==> src/hw/srx_consts.vh <==
/*
 Constants of the serial receiver: register addresses, field positions,
 reset values and sampling points. Assumes nothing beyond inclusion.
*/
`ifndef SRX_CONSTS_VH
`define SRX_CONSTS_VH
// Register addresses on the plain register port
`define SRX_ADDR_STATUS 3'h0
`define SRX_ADDR_DATA 3'h1
`define SRX_ADDR_CTRL1 3'h2
`define SRX_ADDR_CTRL2 3'h3
`define SRX_ADDR_BAUD 3'h4
`define SRX_ADDR_RXEXT 3'h5
`define SRX_ADDR_TXEXT 3'h6
// Status register fields
`define SRX_ST_FULL 5
`define SRX_ST_IDLE 4
`define SRX_ST_OVR 3
`define SRX_ST_NOISE 2
`define SRX_ST_FRAME 1
`define SRX_ST_PAR 0
// Control register one fields
`define SRX_C1_NINTH 7
`define SRX_C1_WLEN 4
`define SRX_C1_WAKE 3
`define SRX_C1_PON 2
`define SRX_C1_PSENSE 1
`define SRX_C1_PIE 0
// Control register two fields
`define SRX_C2_RIE 5
`define SRX_C2_IDLE_IRQ_EN 4
`define SRX_C2_RXON 2
`define SRX_C2_MUTE 1
// Baud rate register fields
`define SRX_BR_PRE_HI 7
`define SRX_BR_PRE_LO 6
`define SRX_BR_TX_HI 5
`define SRX_BR_TX_LO 3
`define SRX_BR_RX_HI 2
`define SRX_BR_RX_LO 0
// Reset values
`define SRX_RST_BYTE 8'h00
// Common prescaler values
`define SRX_PR0 4'h1
`define SRX_PR1 4'h3
`define SRX_PR2 4'h4
`define SRX_PR3 4'hD
// Sample indices within a bit, counted from zero
`define SRX_SMP_E3 4'h2
`define SRX_SMP_E5 4'h4
`define SRX_SMP_E7 4'h6
`define SRX_SMP_8 4'h7
`define SRX_SMP_9 4'h8
`define SRX_SMP_10 4'h9
`define SRX_SMP_LAST 4'hF
// Idle frame lengths in samples: ten or eleven bits of sixteen samples
`define SRX_IDLE_LEN8 8'hA0
`define SRX_IDLE_LEN9 8'hB0
`endif

==> src/hw/srx_baud_gen.v <==
/*
 Baud sample tick generator: divides the core clock by the common
 prescaler, a power of two and an optional extended prescaler.
 Assumes settings stay stable while the divider runs.
*/
`timescale 1ns/1ps
`default_nettype none
`include "srx_consts.vh"
module srx_baud_gen #(
   parameter CW = 19
) (
   input wire core_clk,
   input wire arst_n,
   input wire runEn,
   input wire [1:0] prescaleSel,
   input wire [2:0] rateDiv,
   input wire [7:0] extPrescale,
   output reg sampleTick
);
   // Common prescaler lookup
   function [3:0] prescaleVal;
      input [1:0] sel;
      begin
         case (sel)
            2'h0: prescaleVal = `SRX_PR0;
            2'h1: prescaleVal = `SRX_PR1;
            2'h2: prescaleVal = `SRX_PR2;
            default: prescaleVal = `SRX_PR3;
         endcase
      end
   endfunction

   wire [7:0] extEff;
   wire [11:0] baseDiv;
   wire [CW-1:0] divisor;
   reg [CW-1:0] cnt_reg;

   // Zero in the extended prescaler keeps the conventional rate
   assign extEff = (extPrescale == 8'h00) ? 8'h01 : extPrescale; // [RULE13]
   assign baseDiv = {8'h00, prescaleVal(prescaleSel)} * {4'h0, extEff}; // [RULE11]
   assign divisor = {{(CW-12){1'b0}}, baseDiv} << rateDiv; // [RULE11]

   // Divider counter, one tick per sixteenth of a bit
   always @(posedge core_clk or negedge arst_n) begin
      if (!arst_n) begin
         cnt_reg <= {CW{1'b0}};
         sampleTick <= 1'b0;
      end else if (!runEn) begin
         cnt_reg <= {CW{1'b0}};
         sampleTick <= 1'b0;
      end else if (cnt_reg >= divisor - {{(CW-1){1'b0}}, 1'b1}) begin
         cnt_reg <= {CW{1'b0}};
         sampleTick <= 1'b1;
      end else begin
         cnt_reg <= cnt_reg + {{(CW-1){1'b0}}, 1'b1};
         sampleTick <= 1'b0;
      end
   end
endmodule
`default_nettype wire

==> src/hw/srx_receiver.v <==
/*
 Serial receiver with baud generation, mute and wake-up, and parity.
 Holds the register file, start-bit hunt, oversampled bit recovery,
 error flags and the interrupt request. Assumes one core clock, a
 receive pin from outside that domain and a one-cycle register port.
*/
// Local design decisions: the address map and strobed register access.
// Notes on behaviour
// [RULE1] Setting receiver-on starts the hunt for a start bit.
// [RULE2] Completed character loads buffer, sets full flag, interrupts if enabled and unmasked.
// [RULE3] Full flag clears by status access then data read, before next character ends.
// [RULE4] Idle frame sets the idle flag and interrupts if idle interrupt enabled.
// [RULE5] Character while full sets overrun, keeps buffer, overwrites shift register.
// [RULE6] Overrun, noise and framing flags clear by status access then data read.
// [RULE7] Data bit valid only if samples 8, 9, 10 agree; start adds edge checks.
// [RULE8] Noise flag rises with full flag, data still moves, no own interrupt.
// [RULE9] False start discards frame; noise held internally until next valid frame.
// [RULE10] Missing stop bit or break sets framing flag with full flag.
// [RULE11] Rate is clock over 16, common prescaler, and power-of-two divider.
// [RULE12] Software leaves baud settings alone while enabled.
// [RULE13] Nonzero extended prescaler divides further; zero keeps conventional rate.
// [RULE14] While muted, no status bit sets and no receive interrupt.
// [RULE15] Wake by idle line when method clear, by address mark when set.
// [RULE16] Idle-line wake clears mute without setting the idle flag.
// [RULE17] Address mark: data MSB one clears mute and receives the word normally.
// [RULE18] Software avoids writing control register two while muted.
// [RULE19] Word length and parity select 8, 7+P, 9 or 8+P bits.
// [RULE20] Parity makes ones count even for sense 0, odd for sense 1.
// [RULE21] Transmit word has its MSB replaced by parity when enabled.
// [RULE22] Received parity mismatch sets parity flag, interrupts if enabled.
// [RULE23] Sixteen samples per bit, majority of 8th, 9th, 10th.
// [RULE24] In 9-bit mode the top received bit goes to the ninth-bit field.
// [RULE25] Data read returns buffer; buffer reloads only after full flag clears.
`timescale 1ns/1ps
`default_nettype none
`include "srx_consts.vh"
module srx_receiver (
   input wire core_clk,
   input wire arst_n,
   input wire [2:0] regAddr,
   input wire [7:0] regWrData,
   input wire regWrStb,
   input wire regRdStb,
   output reg [7:0] regRdData,
   input wire rxPin,
   input wire cpuMaskFlag,
   output reg irqReq,
   output reg [8:0] txWord,
   output reg txWordStb,
   output reg txBitTick
);
   localparam ST_HUNT = 4'h1;
   localparam ST_START = 4'h2;
   localparam ST_DATA = 4'h4;
   localparam ST_STOP = 4'h8;

   // Parity bit over seven or eight low bits
   function parityOf;
      input [7:0] d;
      input wide;
      input sense;
      begin
         parityOf = (wide ? ^d : ^d[6:0]) ^ sense; // [RULE20]
      end
   endfunction

   // Majority of three samples
   function maj3;
      input a;
      input b;
      input c;
      begin
         maj3 = (a & b) | (a & c) | (b & c);
      end
   endfunction

   reg [7:0] ctrl1_reg;
   reg [7:0] ctrl2_reg;
   reg [7:0] baud_reg;
   reg [7:0] rxExt_reg;
   reg [7:0] txExt_reg;
   reg [7:0] rxBuffer_reg;
   reg rxNinth_reg;
   reg rxFull_reg;
   reg idle_reg;
   reg overrun_reg;
   reg noise_reg;
   reg frameErr_reg;
   reg parFail_reg;
   reg statusSeen_reg;
   reg pinMeta_reg;
   reg pinSync_reg;
   reg [3:0] state_reg;
   reg [3:0] smp_reg;
   reg [3:0] bitIdx_reg;
   reg [2:0] hist_reg;
   reg s8_reg;
   reg s9_reg;
   reg [8:0] shift_reg;
   reg frameNoise_reg;
   reg pendNoise_reg;
   reg stopBad_reg;
   reg done_reg;
   reg [7:0] idleCnt_reg;
   reg idleArmed_reg;
   reg idleEvt_reg;
   reg [3:0] txSub_reg;

   wire wordLen;
   wire wakeAddr;
   wire parOn;
   wire parSense;
   wire rxOn;
   wire muted;
   wire rxTick;
   wire txTick;
   wire [3:0] lastBit;
   wire [7:0] idleLen;
   wire dataMsb;
   wire wakeNow;
   wire accept;
   wire idleWake;
   wire setFull;
   wire setOvr;
   wire setIdle;
   wire parBad;
   wire clrSeq;
   wire curMaj;

   assign wordLen = ctrl1_reg[`SRX_C1_WLEN];
   assign wakeAddr = ctrl1_reg[`SRX_C1_WAKE];
   assign parOn = ctrl1_reg[`SRX_C1_PON];
   assign parSense = ctrl1_reg[`SRX_C1_PSENSE];
   assign rxOn = ctrl2_reg[`SRX_C2_RXON];
   assign muted = ctrl2_reg[`SRX_C2_MUTE];

   // Receive and transmit rate generators, separate dividers sharing the common prescaler
   srx_baud_gen #(.CW(19)) u_rxBaud (
      .core_clk(core_clk),
      .arst_n(arst_n),
      .runEn(rxOn),
      .prescaleSel(baud_reg[`SRX_BR_PRE_HI:`SRX_BR_PRE_LO]),
      .rateDiv(baud_reg[`SRX_BR_RX_HI:`SRX_BR_RX_LO]),
      .extPrescale(rxExt_reg),
      .sampleTick(rxTick)
   );
   srx_baud_gen #(.CW(19)) u_txBaud (
      .core_clk(core_clk),
      .arst_n(arst_n),
      .runEn(1'b1),
      .prescaleSel(baud_reg[`SRX_BR_PRE_HI:`SRX_BR_PRE_LO]),
      .rateDiv(baud_reg[`SRX_BR_TX_HI:`SRX_BR_TX_LO]),
      .extPrescale(txExt_reg),
      .sampleTick(txTick)
   );

   // Frame shape and completion decisions
   assign lastBit = wordLen ? 4'h8 : 4'h7; // [RULE19]
   assign idleLen = wordLen ? `SRX_IDLE_LEN9 : `SRX_IDLE_LEN8;
   assign dataMsb = wordLen ? (parOn ? shift_reg[7] : shift_reg[8])
                            : (parOn ? shift_reg[6] : shift_reg[7]); // [RULE17]
   assign wakeNow = muted & wakeAddr & dataMsb; // [RULE17]
   assign accept = done_reg & (~muted | wakeNow); // [RULE14]
   assign idleWake = idleEvt_reg & muted & ~wakeAddr; // [RULE15]
   assign setFull = accept & ~rxFull_reg; // [RULE2]
   assign setOvr = accept & rxFull_reg; // [RULE5]
   assign setIdle = idleEvt_reg & ~muted; // [RULE4]
   assign parBad = parOn & (parityOf(shift_reg[7:0], wordLen, parSense)
                  != (wordLen ? shift_reg[8] : shift_reg[7])); // [RULE22]
   assign clrSeq = regRdStb & (regAddr == `SRX_ADDR_DATA) & statusSeen_reg; // [RULE3]
   assign curMaj = maj3(s8_reg, s9_reg, pinSync_reg); // [RULE23]

   // Two-flop synchroniser for the receive pin
   always @(posedge core_clk or negedge arst_n) begin
      if (!arst_n) begin
         pinMeta_reg <= 1'b1;
         pinSync_reg <= 1'b1;
      end else begin
         pinMeta_reg <= rxPin;
         pinSync_reg <= pinMeta_reg;
      end
   end

   // Oversampled frame recovery
   always @(posedge core_clk or negedge arst_n) begin
      if (!arst_n) begin
         state_reg <= ST_HUNT;
         smp_reg <= 4'h0;
         bitIdx_reg <= 4'h0;
         hist_reg <= 3'h0;
         s8_reg <= 1'b0;
         s9_reg <= 1'b0;
         shift_reg <= 9'h000;
         frameNoise_reg <= 1'b0;
         pendNoise_reg <= 1'b0;
         stopBad_reg <= 1'b0;
         done_reg <= 1'b0;
         idleCnt_reg <= 8'h00;
         idleArmed_reg <= 1'b0;
         idleEvt_reg <= 1'b0;
      end else begin
         done_reg <= 1'b0;
         idleEvt_reg <= 1'b0;
         if (accept) begin
            pendNoise_reg <= 1'b0; // Held noise is shown with this frame when it sets the full flag, dropped on overrun
         end
         if (!rxOn) begin
            state_reg <= ST_HUNT;
            hist_reg <= 3'h0;
            idleCnt_reg <= 8'h00;
            idleArmed_reg <= 1'b1;
         end else if (rxTick) begin
            case (state_reg)
               ST_HUNT: begin
                  hist_reg <= {hist_reg[1:0], pinSync_reg};
                  if (pinSync_reg) begin
                     if (idleCnt_reg != 8'hFF) begin
                        idleCnt_reg <= idleCnt_reg + 8'h01;
                     end
                     if (idleArmed_reg && idleCnt_reg == idleLen - 8'h01) begin
                        idleEvt_reg <= 1'b1; // [RULE4]
                        idleArmed_reg <= 1'b0;
                     end
                  end else begin
                     idleCnt_reg <= 8'h00;
                     if (hist_reg == 3'h7) begin
                        state_reg <= ST_START; // [RULE1]
                        smp_reg <= 4'h1;
                        frameNoise_reg <= 1'b0;
                        shift_reg <= 9'h000;
                     end
                  end
               end
               ST_START: begin
                  smp_reg <= smp_reg + 4'h1;
                  if ((smp_reg == `SRX_SMP_E3 || smp_reg == `SRX_SMP_E5 ||
                       smp_reg == `SRX_SMP_E7) && pinSync_reg) begin
                     frameNoise_reg <= 1'b1; // [RULE7]
                  end
                  if (smp_reg == `SRX_SMP_8) begin
                     s8_reg <= pinSync_reg;
                  end
                  if (smp_reg == `SRX_SMP_9) begin
                     s9_reg <= pinSync_reg;
                  end
                  if (smp_reg == `SRX_SMP_10) begin
                     if (curMaj) begin
                        state_reg <= ST_HUNT; // [RULE9]
                        hist_reg <= 3'h0;
                        pendNoise_reg <= 1'b1; // [RULE9]
                     end else if (s8_reg | s9_reg | pinSync_reg) begin
                        frameNoise_reg <= 1'b1; // [RULE7]
                     end
                  end
                  if (smp_reg == `SRX_SMP_LAST) begin
                     state_reg <= ST_DATA;
                     bitIdx_reg <= 4'h0;
                  end
               end
               ST_DATA: begin
                  smp_reg <= smp_reg + 4'h1;
                  if (smp_reg == `SRX_SMP_8) begin
                     s8_reg <= pinSync_reg;
                  end
                  if (smp_reg == `SRX_SMP_9) begin
                     s9_reg <= pinSync_reg;
                  end
                  if (smp_reg == `SRX_SMP_10) begin
                     shift_reg[bitIdx_reg] <= curMaj; // [RULE23]
                     if (!(s8_reg == s9_reg && s9_reg == pinSync_reg)) begin
                        frameNoise_reg <= 1'b1; // [RULE7]
                     end
                  end
                  if (smp_reg == `SRX_SMP_LAST) begin
                     bitIdx_reg <= bitIdx_reg + 4'h1;
                     if (bitIdx_reg == lastBit) begin
                        state_reg <= ST_STOP; // [RULE19]
                     end
                  end
               end
               ST_STOP: begin
                  smp_reg <= smp_reg + 4'h1;
                  if (smp_reg == `SRX_SMP_8) begin
                     s8_reg <= pinSync_reg;
                  end
                  if (smp_reg == `SRX_SMP_9) begin
                     s9_reg <= pinSync_reg;
                  end
                  if (smp_reg == `SRX_SMP_10) begin
                     if (!(s8_reg == s9_reg && s9_reg == pinSync_reg)) begin
                        frameNoise_reg <= 1'b1; // [RULE7]
                     end
                     stopBad_reg <= ~curMaj; // [RULE10]
                     hist_reg <= curMaj ? 3'h7 : 3'h0; // Break needs ones first
                     done_reg <= 1'b1;
                     idleArmed_reg <= 1'b1;
                     idleCnt_reg <= 8'h00;
                     state_reg <= ST_HUNT;
                  end
               end
               default: begin
                  state_reg <= ST_HUNT;
               end
            endcase
         end
      end
   end

   // Status flags: a hardware set wins over the clearing sequence
   always @(posedge core_clk or negedge arst_n) begin
      if (!arst_n) begin
         rxFull_reg <= 1'b0;
         idle_reg <= 1'b0;
         overrun_reg <= 1'b0;
         noise_reg <= 1'b0;
         frameErr_reg <= 1'b0;
         parFail_reg <= 1'b0;
         rxBuffer_reg <= `SRX_RST_BYTE;
         rxNinth_reg <= 1'b0;
         statusSeen_reg <= 1'b0;
      end else begin
         if (regRdStb && regAddr == `SRX_ADDR_STATUS) begin
            statusSeen_reg <= 1'b1;
         end else if (clrSeq) begin
            statusSeen_reg <= 1'b0;
         end
         rxFull_reg <= setFull | (rxFull_reg & ~clrSeq); // [RULE3]
         overrun_reg <= setOvr | (overrun_reg & ~clrSeq); // [RULE5] [RULE6]
         idle_reg <= setIdle | (idle_reg & ~clrSeq); // [RULE16]
         noise_reg <= (setFull & (frameNoise_reg | pendNoise_reg)) |
                      (noise_reg & ~clrSeq); // [RULE8] [RULE6]
         frameErr_reg <= (setFull & stopBad_reg) | (frameErr_reg & ~clrSeq); // [RULE10]
         parFail_reg <= (setFull & parBad) | (parFail_reg & ~clrSeq); // [RULE22]
         if (setFull) begin
            rxBuffer_reg <= shift_reg[7:0]; // [RULE25]
            rxNinth_reg <= wordLen & shift_reg[8]; // [RULE24]
         end
      end
   end

   // Register writes; hardware wake clears mute unless software writes it
   always @(posedge core_clk or negedge arst_n) begin
      if (!arst_n) begin
         ctrl1_reg <= `SRX_RST_BYTE;
         ctrl2_reg <= `SRX_RST_BYTE;
         baud_reg <= `SRX_RST_BYTE;
         rxExt_reg <= `SRX_RST_BYTE;
         txExt_reg <= `SRX_RST_BYTE;
         txWord <= 9'h000;
         txWordStb <= 1'b0;
      end else begin
         txWordStb <= 1'b0;
         if (regWrStb && regAddr == `SRX_ADDR_CTRL2) begin
            ctrl2_reg <= regWrData; // [RULE18]
         end else if (idleWake || (accept && wakeNow)) begin
            ctrl2_reg[`SRX_C2_MUTE] <= 1'b0; // [RULE16] [RULE17]
         end
         if (regWrStb) begin
            case (regAddr)
               `SRX_ADDR_CTRL1: ctrl1_reg <= {1'b0, regWrData[6:0]};
               `SRX_ADDR_BAUD: baud_reg <= regWrData; // [RULE12]
               `SRX_ADDR_RXEXT: rxExt_reg <= regWrData; // [RULE13]
               `SRX_ADDR_TXEXT: txExt_reg <= regWrData;
               `SRX_ADDR_DATA: begin
                  txWordStb <= 1'b1;
                  if (parOn && !wordLen) begin
                     txWord <= {1'b0, parityOf(regWrData, 1'b0, parSense),
                                regWrData[6:0]}; // [RULE21]
                  end else if (parOn) begin
                     txWord <= {parityOf(regWrData, 1'b1, parSense),
                                regWrData}; // [RULE21]
                  end else begin
                     txWord <= {1'b0, regWrData};
                  end
               end
               default: begin
               end
            endcase
         end
      end
   end

   // Read data one cycle after the strobe, interrupt level, transmit bit tick
   always @(posedge core_clk or negedge arst_n) begin
      if (!arst_n) begin
         regRdData <= 8'h00;
         irqReq <= 1'b0;
         txSub_reg <= 4'h0;
         txBitTick <= 1'b0;
      end else begin
         regRdData <= 8'h00;
         if (regRdStb) begin
            case (regAddr)
               `SRX_ADDR_STATUS: regRdData <= {2'h0, rxFull_reg, idle_reg,
                  overrun_reg, noise_reg, frameErr_reg, parFail_reg};
               `SRX_ADDR_DATA: regRdData <= rxBuffer_reg; // [RULE25]
               `SRX_ADDR_CTRL1: regRdData <= {rxNinth_reg, ctrl1_reg[6:0]};
               `SRX_ADDR_CTRL2: regRdData <= ctrl2_reg;
               `SRX_ADDR_BAUD: regRdData <= baud_reg;
               `SRX_ADDR_RXEXT: regRdData <= rxExt_reg;
               `SRX_ADDR_TXEXT: regRdData <= txExt_reg;
               default: regRdData <= 8'h00;
            endcase
         end
         irqReq <= ~cpuMaskFlag & (
            ((rxFull_reg | overrun_reg) & ctrl2_reg[`SRX_C2_RIE]) |
            (idle_reg & ctrl2_reg[`SRX_C2_IDLE_IRQ_EN]) |
            (parFail_reg & ctrl1_reg[`SRX_C1_PIE])); // [RULE2] [RULE4] [RULE5] [RULE22]
         txBitTick <= 1'b0;
         if (txTick) begin
            txSub_reg <= txSub_reg + 4'h1;
            txBitTick <= (txSub_reg == `SRX_SMP_LAST); // [RULE11]
         end
      end
   end
endmodule
`default_nettype wire

==> config.mk <==
export PLATFORM = sky130hd
export DESIGN_NAME = srx_receiver
export DESIGN_NICKNAME = d
export VERILOG_FILES = /design/src/hw/srx_baud_gen.v /design/src/hw/srx_receiver.v
export VERILOG_INCLUDE_DIRS = /design/src /design/src/hw
export SDC_FILE = /design/constraint.sdc
export NUM_CORES = 1
export LEC_CHECK = 0
export BUFFER_PORTS_ARGS = -buffer_cell sky130_fd_sc_hd__buf_2
export CAP_MARGIN = 30
export CORE_AREA = 2 2 154 156
export CTS_CLUSTER_SIZE = 24
export DETAILED_ROUTE_END_ITERATION = 6
export DIE_AREA = 0 0 156 158
export PLACE_DENSITY = 0.79
export SETUP_SLACK_MARGIN = 0.2
export SLEW_MARGIN = 40
export SYNTH_ARGS = -nofsm -noshare
export SYNTH_HDL_FRONTEND = slang
export SYNTH_SLANG_ARGS = --single-unit
==> constraint.sdc <==
create_clock -name core_clk -period 6.7 [get_ports core_clk]
set_input_delay 0.67 -clock core_clk [delete_from_list [all_inputs] [get_ports core_clk]]
set_output_delay 0.67 -clock core_clk [all_outputs]
set_load 0.02 [all_outputs]
# Word-level counts from Yosys, hierarchy flattened
# Cells that the tools add are included.
[word_totals]
inputBits = 17
output_inout_bits = 20
wordCells = 297
reg_bits = 161
[op_classes]
reduce_logical = 44
addsub = 9
n_eq_ne = 49
n_lt_le_gt_ge = 4
n_mul = 2
bitwise = 52
shift = 2
n_mux = 94
[ops]
columns = ["op", "count"]
rows = [
  ["2-to-1 mux 8 bit", 8],
  ["2-to-1 mux 4 bit", 15],
  ["2-to-1 mux 19 bit", 3],
  ["case mux 8 bit (7 select lines)", 1],
  ["2-to-1 mux 9 bit", 5],
  ["2-to-1 mux 1 bit", 44],
  ["adder 19 x 1 -> 19 bit (second input constant)", 2],
  ["greater-or-equal comparator 19 bit", 2],
  ["<< shifter 12 x 3 -> 19 bit", 2],
  ["subtractor 19 x 1 -> 19 bit (second input constant)", 2],
  ["bitwise AND 1 bit", 28],
  ["inequality test 3 bit (second input constant)", 9],
  ["multiplier 4 x 8 -> 12 bit", 2],
  ["== test 4 bit (second input constant)", 5],
  ["AND reduction 5 bit", 4],
  ["2-to-1 mux 3 bit", 6],
  ["case mux 9 bit (2 select lines)", 1],
  ["== test 4 x 3 -> 1 bit (second input constant)", 4],
  ["logical NOT 8 bit", 2],
  ["case mux 4 bit (2 select lines)", 2],
  ["case mux 4 bit (4 select lines)", 1],
  ["case mux 8 bit (2 select lines)", 1],
  ["AND reduction 4 bit", 4],
  ["parity 8 bit", 2],
  ["46 further kinds", 101],
]

# Depth between registers and ports, before layout
[depth]
ltp_word = 11
mapped_depth = 30
depth_no_buf = 27

# By module
# From an unflattened synthesis, not the netlist that was laid out.
[hier_totals]
hier_cells = 1501
area_unflattened_um2 = 13349.1
[modules_own_cells]
columns = ["mod", "n_inst", "area_per_inst_um2", "seq_area_each_um2", "cells_per_inst"]
rows = [
  ["srx_receiver", 1, 6160.9, 3031.7, 582],
  ["srx_baud_gen (u_txBaud)", 1, 3717.3, 500.5, 472],
  ["srx_baud_gen (u_rxBaud)", 1, 3470.8, 500.5, 447],
]

# Worst setup path before layout
# OpenSTA, ideal clock, no wires.
[synth_timing]
kind = "reg-to-reg"
startpoint = "reg baud_reg[6]"
endpoint = "reg u_rxBaud.cnt_reg[7]"
path_stages_with_launch = 26
synth_period_minus_slack_ps = 6857
required_time_ps = 6626
setup_ps = 74
path_slack_ps = -157
arrival_ps = 6784
path_cell_list = "dfrtp_1 clkbuf_1 nor2b_1 clkbuf_1 and2_1 fa_1 fa_1 inv_1 fa_1 xor2_1 mux2i_1 o21a_4 o31ai_4 nand4_2 or3_4 or4b_4 or3_1 o31a_1 ha_1 or3_1 a221oi_1 or2_2 clkbuf_1 clkbuf_1 nand3_1 nor2_1"
[synth_between]
elab_chain_cells = 8
elab_cells_between_ends = 10
classes_between = "add/sub: 1; mul: 1; order compare: 1; eq/ne: 2; shift: 1; mux: 3; reduce/logical: 1"
[synth_rtl]
columns = ["element", "line_no", "source"]
rows = [
  ["start, declared", "srx_receiver.v:79", "reg [7:0] baud_reg;"],
  ["start signal, assigned", "srx_receiver.v:346", "baud_reg <= `SRX_RST_BYTE;"],
  ["start signal, assigned", "srx_receiver.v:361", "`SRX_ADDR_BAUD: baud_reg <= regWrData;"],
  ["== test 2 bit (tied with other cells)", "srx_baud_gen.v:24", "case (sel)"],
  ["case mux 4 bit (3 select lines) (*)", "srx_baud_gen.v:24", ""],
  ["multiplier 4 x 8 -> 12 bit (*)", "srx_baud_gen.v:40", "assign baseDiv = {8'h00, prescaleVal(prescaleSel)} * {4'h0, extEff};"],
  ["<< shifter 12 x 3 -> 19 bit (*)", "srx_baud_gen.v:41", "assign divisor = {{(CW-12){1'b0}}, baseDiv} << rateDiv;"],
  ["subtractor 19 x 1 -> 19 bit (*)", "srx_baud_gen.v:51", "end else if (cnt_reg >= divisor - {{(CW-1){1'b0}}, 1'b1}) begin"],
  ["greater-or-equal comparator 19 bit (*)", "srx_baud_gen.v:51", ""],
  ["2-to-1 mux 19 bit (*)", "srx_baud_gen.v:51", ""],
  ["2-to-1 mux 19 bit (*)", "srx_baud_gen.v:48", "end else if (!runEn) begin"],
  ["end signal, assigned", "srx_baud_gen.v:49", "cnt_reg <= {CW{1'b0}};"],
  ["end signal, assigned", "srx_baud_gen.v:52", "cnt_reg <= {CW{1'b0}};"],
  ["end signal, assigned", "srx_baud_gen.v:55", "cnt_reg <= cnt_reg + {{(CW-1){1'b0}}, 1'b1};"],
  ["end, declared", "srx_baud_gen.v:36", "reg [CW-1:0] cnt_reg;"],
]
# Mark *: on every way between the ends. The rest lies on a longest branch, timed or not.
# A chain may end at the register's enable or synchronous reset.

# Worst setup path in the final report
[layout_timing]
startpoint = "reg rxExt_reg[7]"
endpoint = "reg u_rxBaud.cnt_reg[4]"
[layout_between]
elab_chain_cells = 8
[layout_rtl]
columns = ["element", "line_no", "source"]
rows = [
  ["start, declared", "srx_receiver.v:80", "reg [7:0] rxExt_reg;"],
  ["start signal, assigned", "srx_receiver.v:347", "rxExt_reg <= `SRX_RST_BYTE;"],
  ["start signal, assigned", "srx_receiver.v:362", "`SRX_ADDR_RXEXT: rxExt_reg <= regWrData;"],
  ["logical NOT 8 bit", "srx_baud_gen.v:39", "assign extEff = (extPrescale == 8'h00) ? 8'h01 : extPrescale;"],
  ["2-to-1 mux 8 bit (*)", "srx_baud_gen.v:39", ""],
  ["multiplier 4 x 8 -> 12 bit (*)", "srx_baud_gen.v:40", ""],
  ["<< shifter 12 x 3 -> 19 bit (*)", "srx_baud_gen.v:41", ""],
  ["subtractor 19 x 1 -> 19 bit (*)", "srx_baud_gen.v:51", ""],
  ["greater-or-equal comparator 19 bit (*)", "srx_baud_gen.v:51", ""],
  ["2-to-1 mux 19 bit (*)", "srx_baud_gen.v:51", ""],
  ["2-to-1 mux 19 bit (*)", "srx_baud_gen.v:48", ""],
]
# Marked as above.

==> impl_metrics.env <==
export IMPL_status="complete, no violations"
export IMPL_worst_pin_slew_ns=0.859
export IMPL_dieWidth_um=156
export IMPL_final_fill_count=1866
export IMPL_synth_top_cell_by_area="dfrtp_1"
export IMPL_numCtsBuffers=17
export IMPL_critical_path_startpoint_type="flip-flop"
export IMPL_critPathCaptureType="flip-flop"
export IMPL_intPower_mw=3.08
export IMPL_critical_path_buf_inv_count=3
export IMPL_place_ws_ns=-0.224
export IMPL_clock_sinks=161
export IMPL_layout_setup_ws_ns=0.345
export IMPL_cts_max_level=4
export IMPL_path_max_fanout=7
export IMPL_place_hpwl_um=23100
export IMPL_netlist_area_um2=13100
export IMPL_syn_num_nets=1624
export IMPL_synth_top_area_share_pct=30.2
export IMPL_place_congestion=0.906
export IMPL_row_count=56
export IMPL_power_density_nw_per_um2=385
export IMPL_clock_skew_ns=0.0119
export IMPL_p_clk_share_pct=17.6
export IMPL_max_stage_delay_ns=0.56
export IMPL_post_place_cells=1778
export IMPL_nNetsFinal=1654
export IMPL_clock_root_buffer="clkbuf_16"
export IMPL_synth_seq_cells=161
export IMPL_path_class="reg -> reg"
export IMPL_holdWs_ns=0.285
export IMPL_fp_coreArea_um2=23100
export IMPL_ios=37
export IMPL_hold_buffers=0
export IMPL_critical_path_slowest_cell="fa_2"
export IMPL_wirelength_um=32900
export IMPL_ys_types=88
export IMPL_clockBufferDepth=2
export IMPL_drtIter0Drc=876
export IMPL_antenna_cells=0
export IMPL_ant_nets=0
export IMPL_firstDrtPassIters=5
export IMPL_rsz0062_at_grt="false"
export IMPL_async_reset_ff_share_pct=100
export IMPL_port_buffers=36
export IMPL_drive_gt1_share_pct=16.6
export IMPL_synth_edf_count=0
export IMPL_routedWlPerCell_um=18.0
export IMPL_combPwrFrac_pct=59.4
export IMPL_grt_pass1_vias=10900
export IMPL_critPathRequiredTime_ns=7.01
export IMPL_finalCriticalPeriod_ns=6.36
export IMPL_grt_pass1_wl_um=52700
export IMPL_start_util_pct=56.8
export IMPL_irDropWorstVdd_uv=239
export IMPL_synthTopCellsByArea="dfrtp_1, ha_1, mux2_2"
export IMPL_antenna_found_initial=0
export IMPL_hp_class="in -> async"
export IMPL_fin_cells=1829
export IMPL_yosys_warnings=0
export IMPL_p_seq_share_pct=23.0
export IMPL_cp_cell_sequence="nor4_4, a21oi_2, nor2_2, fa_1, fa_2, inv_1, fa_2, inv_1, mux2i_1, a22o_1, o32a_1, nand4_2, or3_4, or4b_4, or3_1, o31a_1, ha_1, or3_4, a221oi_4, buf_6, nor2_1, nor4b_2"
export IMPL_drv_cap=0
export IMPL_fin_crit_sh_pct=94.9
export IMPL_cts_tree="yes"
export IMPL_dieArea_um2=24600
export IMPL_syn_to_final_growth_pct=12.1
export IMPL_netlist_instances=1496
export IMPL_ys_flop_type="dfrtp_1"
export IMPL_worst_r2r_setup_slack_ns=0.34
export IMPL_syn_area_per_cell_um2=8.76
export IMPL_switching_share_pct=45.4
export IMPL_grt_max_degree=85
export IMPL_arrival_ns=6.67
export IMPL_grt_remaining_overflow=0
export IMPL_vias=11600
export IMPL_clock_latency_ns=0.43
export IMPL_path_clk_slew_ns=0.07
export IMPL_die_h_um=158
export IMPL_relSlewSlack_pct=41.3
export IMPL_hold_viol=0
export IMPL_maxSlewViolCount=0
export IMPL_grtUsageTotal_pct=26.3
export IMPL_finalSetupViolCount=0
export IMPL_power_switching_mw=2.57
export IMPL_critical_path_top_delay_family="simple AND/OR/NAND/NOR gates"
export IMPL_drc=0
export IMPL_leakage_nw=6.67
export IMPL_vias_per_cell=6.32
export IMPL_ys_seq_area_share_pct=30.8
export IMPL_max_clock_freq_mhz=157
## power by group through the flow
stage | clock [mW] | combinational (mW) | sequential, mW
finish | 0.993 | 3.36 | 1.30
global route | 1.04 | 3.69 | 1.32
CTS | 1.00 | 3.04 | 1.29
detailed placement | 0 | 2.97 | 1.31
global placement | 0 | 2.89 | 1.30
floorplan | 0 | 2.33 | 1.24
## per-layer routing
metal / GRT usage [%] / vias up / routed length, um
met3: 4.65 / 58 / 1680
met5: 0 / - / 0
met1: 33.0 / 5653 / 14000
met4: 9.26 / 0 / 734
met2: 45.6 / 384 / 16500
li1: - / 5459 / -
## synthesized netlist by cell type (all sizes together), types with 5 or more instances
cell type / number
a22o: 5
o221ai: 5
nor3: 32
a21oi: 76
or2: 5
a221oi: 9
dfrtp: 158
ha: 87
clkbuf: 58
o211ai: 12
a211oi: 24
nor2b: 25
o22ai: 8
mux4: 5
fa: 24
nor4b: 5
o21a: 7
buf: 13
nor3b: 12
or3: 10
nand4: 20
and2: 42
nand2: 138
nor2: 112
and3: 37
nand3: 80
mux2: 57
inv: 66
mux2i: 24
o21ai: 90
xnor2: 56
nor4: 7
o31ai: 14
a21o: 20
nand2b: 19
a22oi: 8
xor2: 38
a31oi: 7
## logic make-up (layout without fill, tap and decap cells)
logic type	Yosys count	count (layout)	synth area share, %
flops	161	161	30.8
buf+inv	138	178	4.08
xor+xnor	94	94	6.28
mux	86	86	7.59
simple gates	568	569	22.1
fa+ha+maj	111	111	12.0
compound gates	338	340	17.2
## metrics by stage
stage	total power [mW]	instance area [um^2]	utilization, %	TNS, ns
after floorplan	3.57	13100	-	0
after global placement	4.19	13600	59.0	0
after detailed placement	4.27	13600	59.0	-3.87
after CTS	5.34	14300	62.0	0
after global routing	6.05	14700	63.7	0
final	5.65	14700	63.7	0
## area by class of cell
| cell class | count | area [um^2] | share of cell area [%] |
|---|---|---|---|
| Tap cell | 290 | 363 | 2.47 |
| Inverter | 67 | 251 | 1.71 |
| Timing Repair Buffer | 79 | 531 | 3.61 |
| Clock inverter | 14 | 165 | 1.12 |
| Multi-Input combinational cell | 1200 | 8910 | 60.6 |
| Sequential cell | 161 | 4040 | 27.5 |
| Clock buffer | 18 | 429 | 2.92 |
## cell usage in the layout, fill, tap and decap left out, types with 8 or more instances in the layout
master	count
fa_1	21
nor3b_1	10
and3_1	37
and2_1	42
o22ai_1	8
nand3_1	79
xor2_1	35
o31ai_1	11
nand2b_1	18
buf_4	39
o211ai_1	12
mux2_2	57
xnor2_1	55
a211oi_1	19
nor2b_1	24
clkbuf_16	17
nor3_1	26
buf_2	35
inv_1	65
o21ai_0	87
ha_1	81
nor2_1	109
or3_1	8
dfrtp_1	151
nand2_1	137
a21oi_1	71
nand4_1	19
mux2i_1	22
a21o_1	20
## path summary, 6_finish.rpt
| kind | startpoint | to | depth (start not counted) |
|---|---|---|---|
| setup reg to reg | rxExt_reg[7] | u_rxBaud.cnt_reg[4] | 22 |
| min in group core_clk | rxPin | pinMeta_reg | 1 |
| hold / removal | arst_n | u_txBaud.cnt_reg[16] | 1 |
| setup / recovery | rxExt_reg[7] | u_rxBaud.cnt_reg[4] | 22 |
| max in group asynchronous | arst_n | txExt_reg[4] | 2 |
| hold reg to reg | pinMeta_reg | pinSync_reg | 0 |
## worst register-to-register path: stages (launching register included)
cell	delay (ns)
dfrtp_2	0.48
nor4_4	0.24
a21oi_2	0.10
nor2_2	0.12
fa_1	0.44
fa_2	0.55
inv_1	0.06
fa_2	0.56
inv_1	0.06
mux2i_1	0.18
a22o_1	0.23
o32a_1	0.25
nand4_2	0.13
or3_4	0.36
or4b_4	0.55
or3_1	0.36
o31a_1	0.25
ha_1	0.20
or3_4	0.38
a221oi_4	0.26
buf_6	0.16
nor2_1	0.05
nor4b_2	0.29
## timing repair
item / 4_1_cts / 5_1_grt
cloned: 0 / 3
pin swaps: 1 / 18
endpoints found under the setup margin: 38 / 40
setup buffers: 3 / 13
resized for setup: 15 / 52
Power figures use the tool's default switching activity.
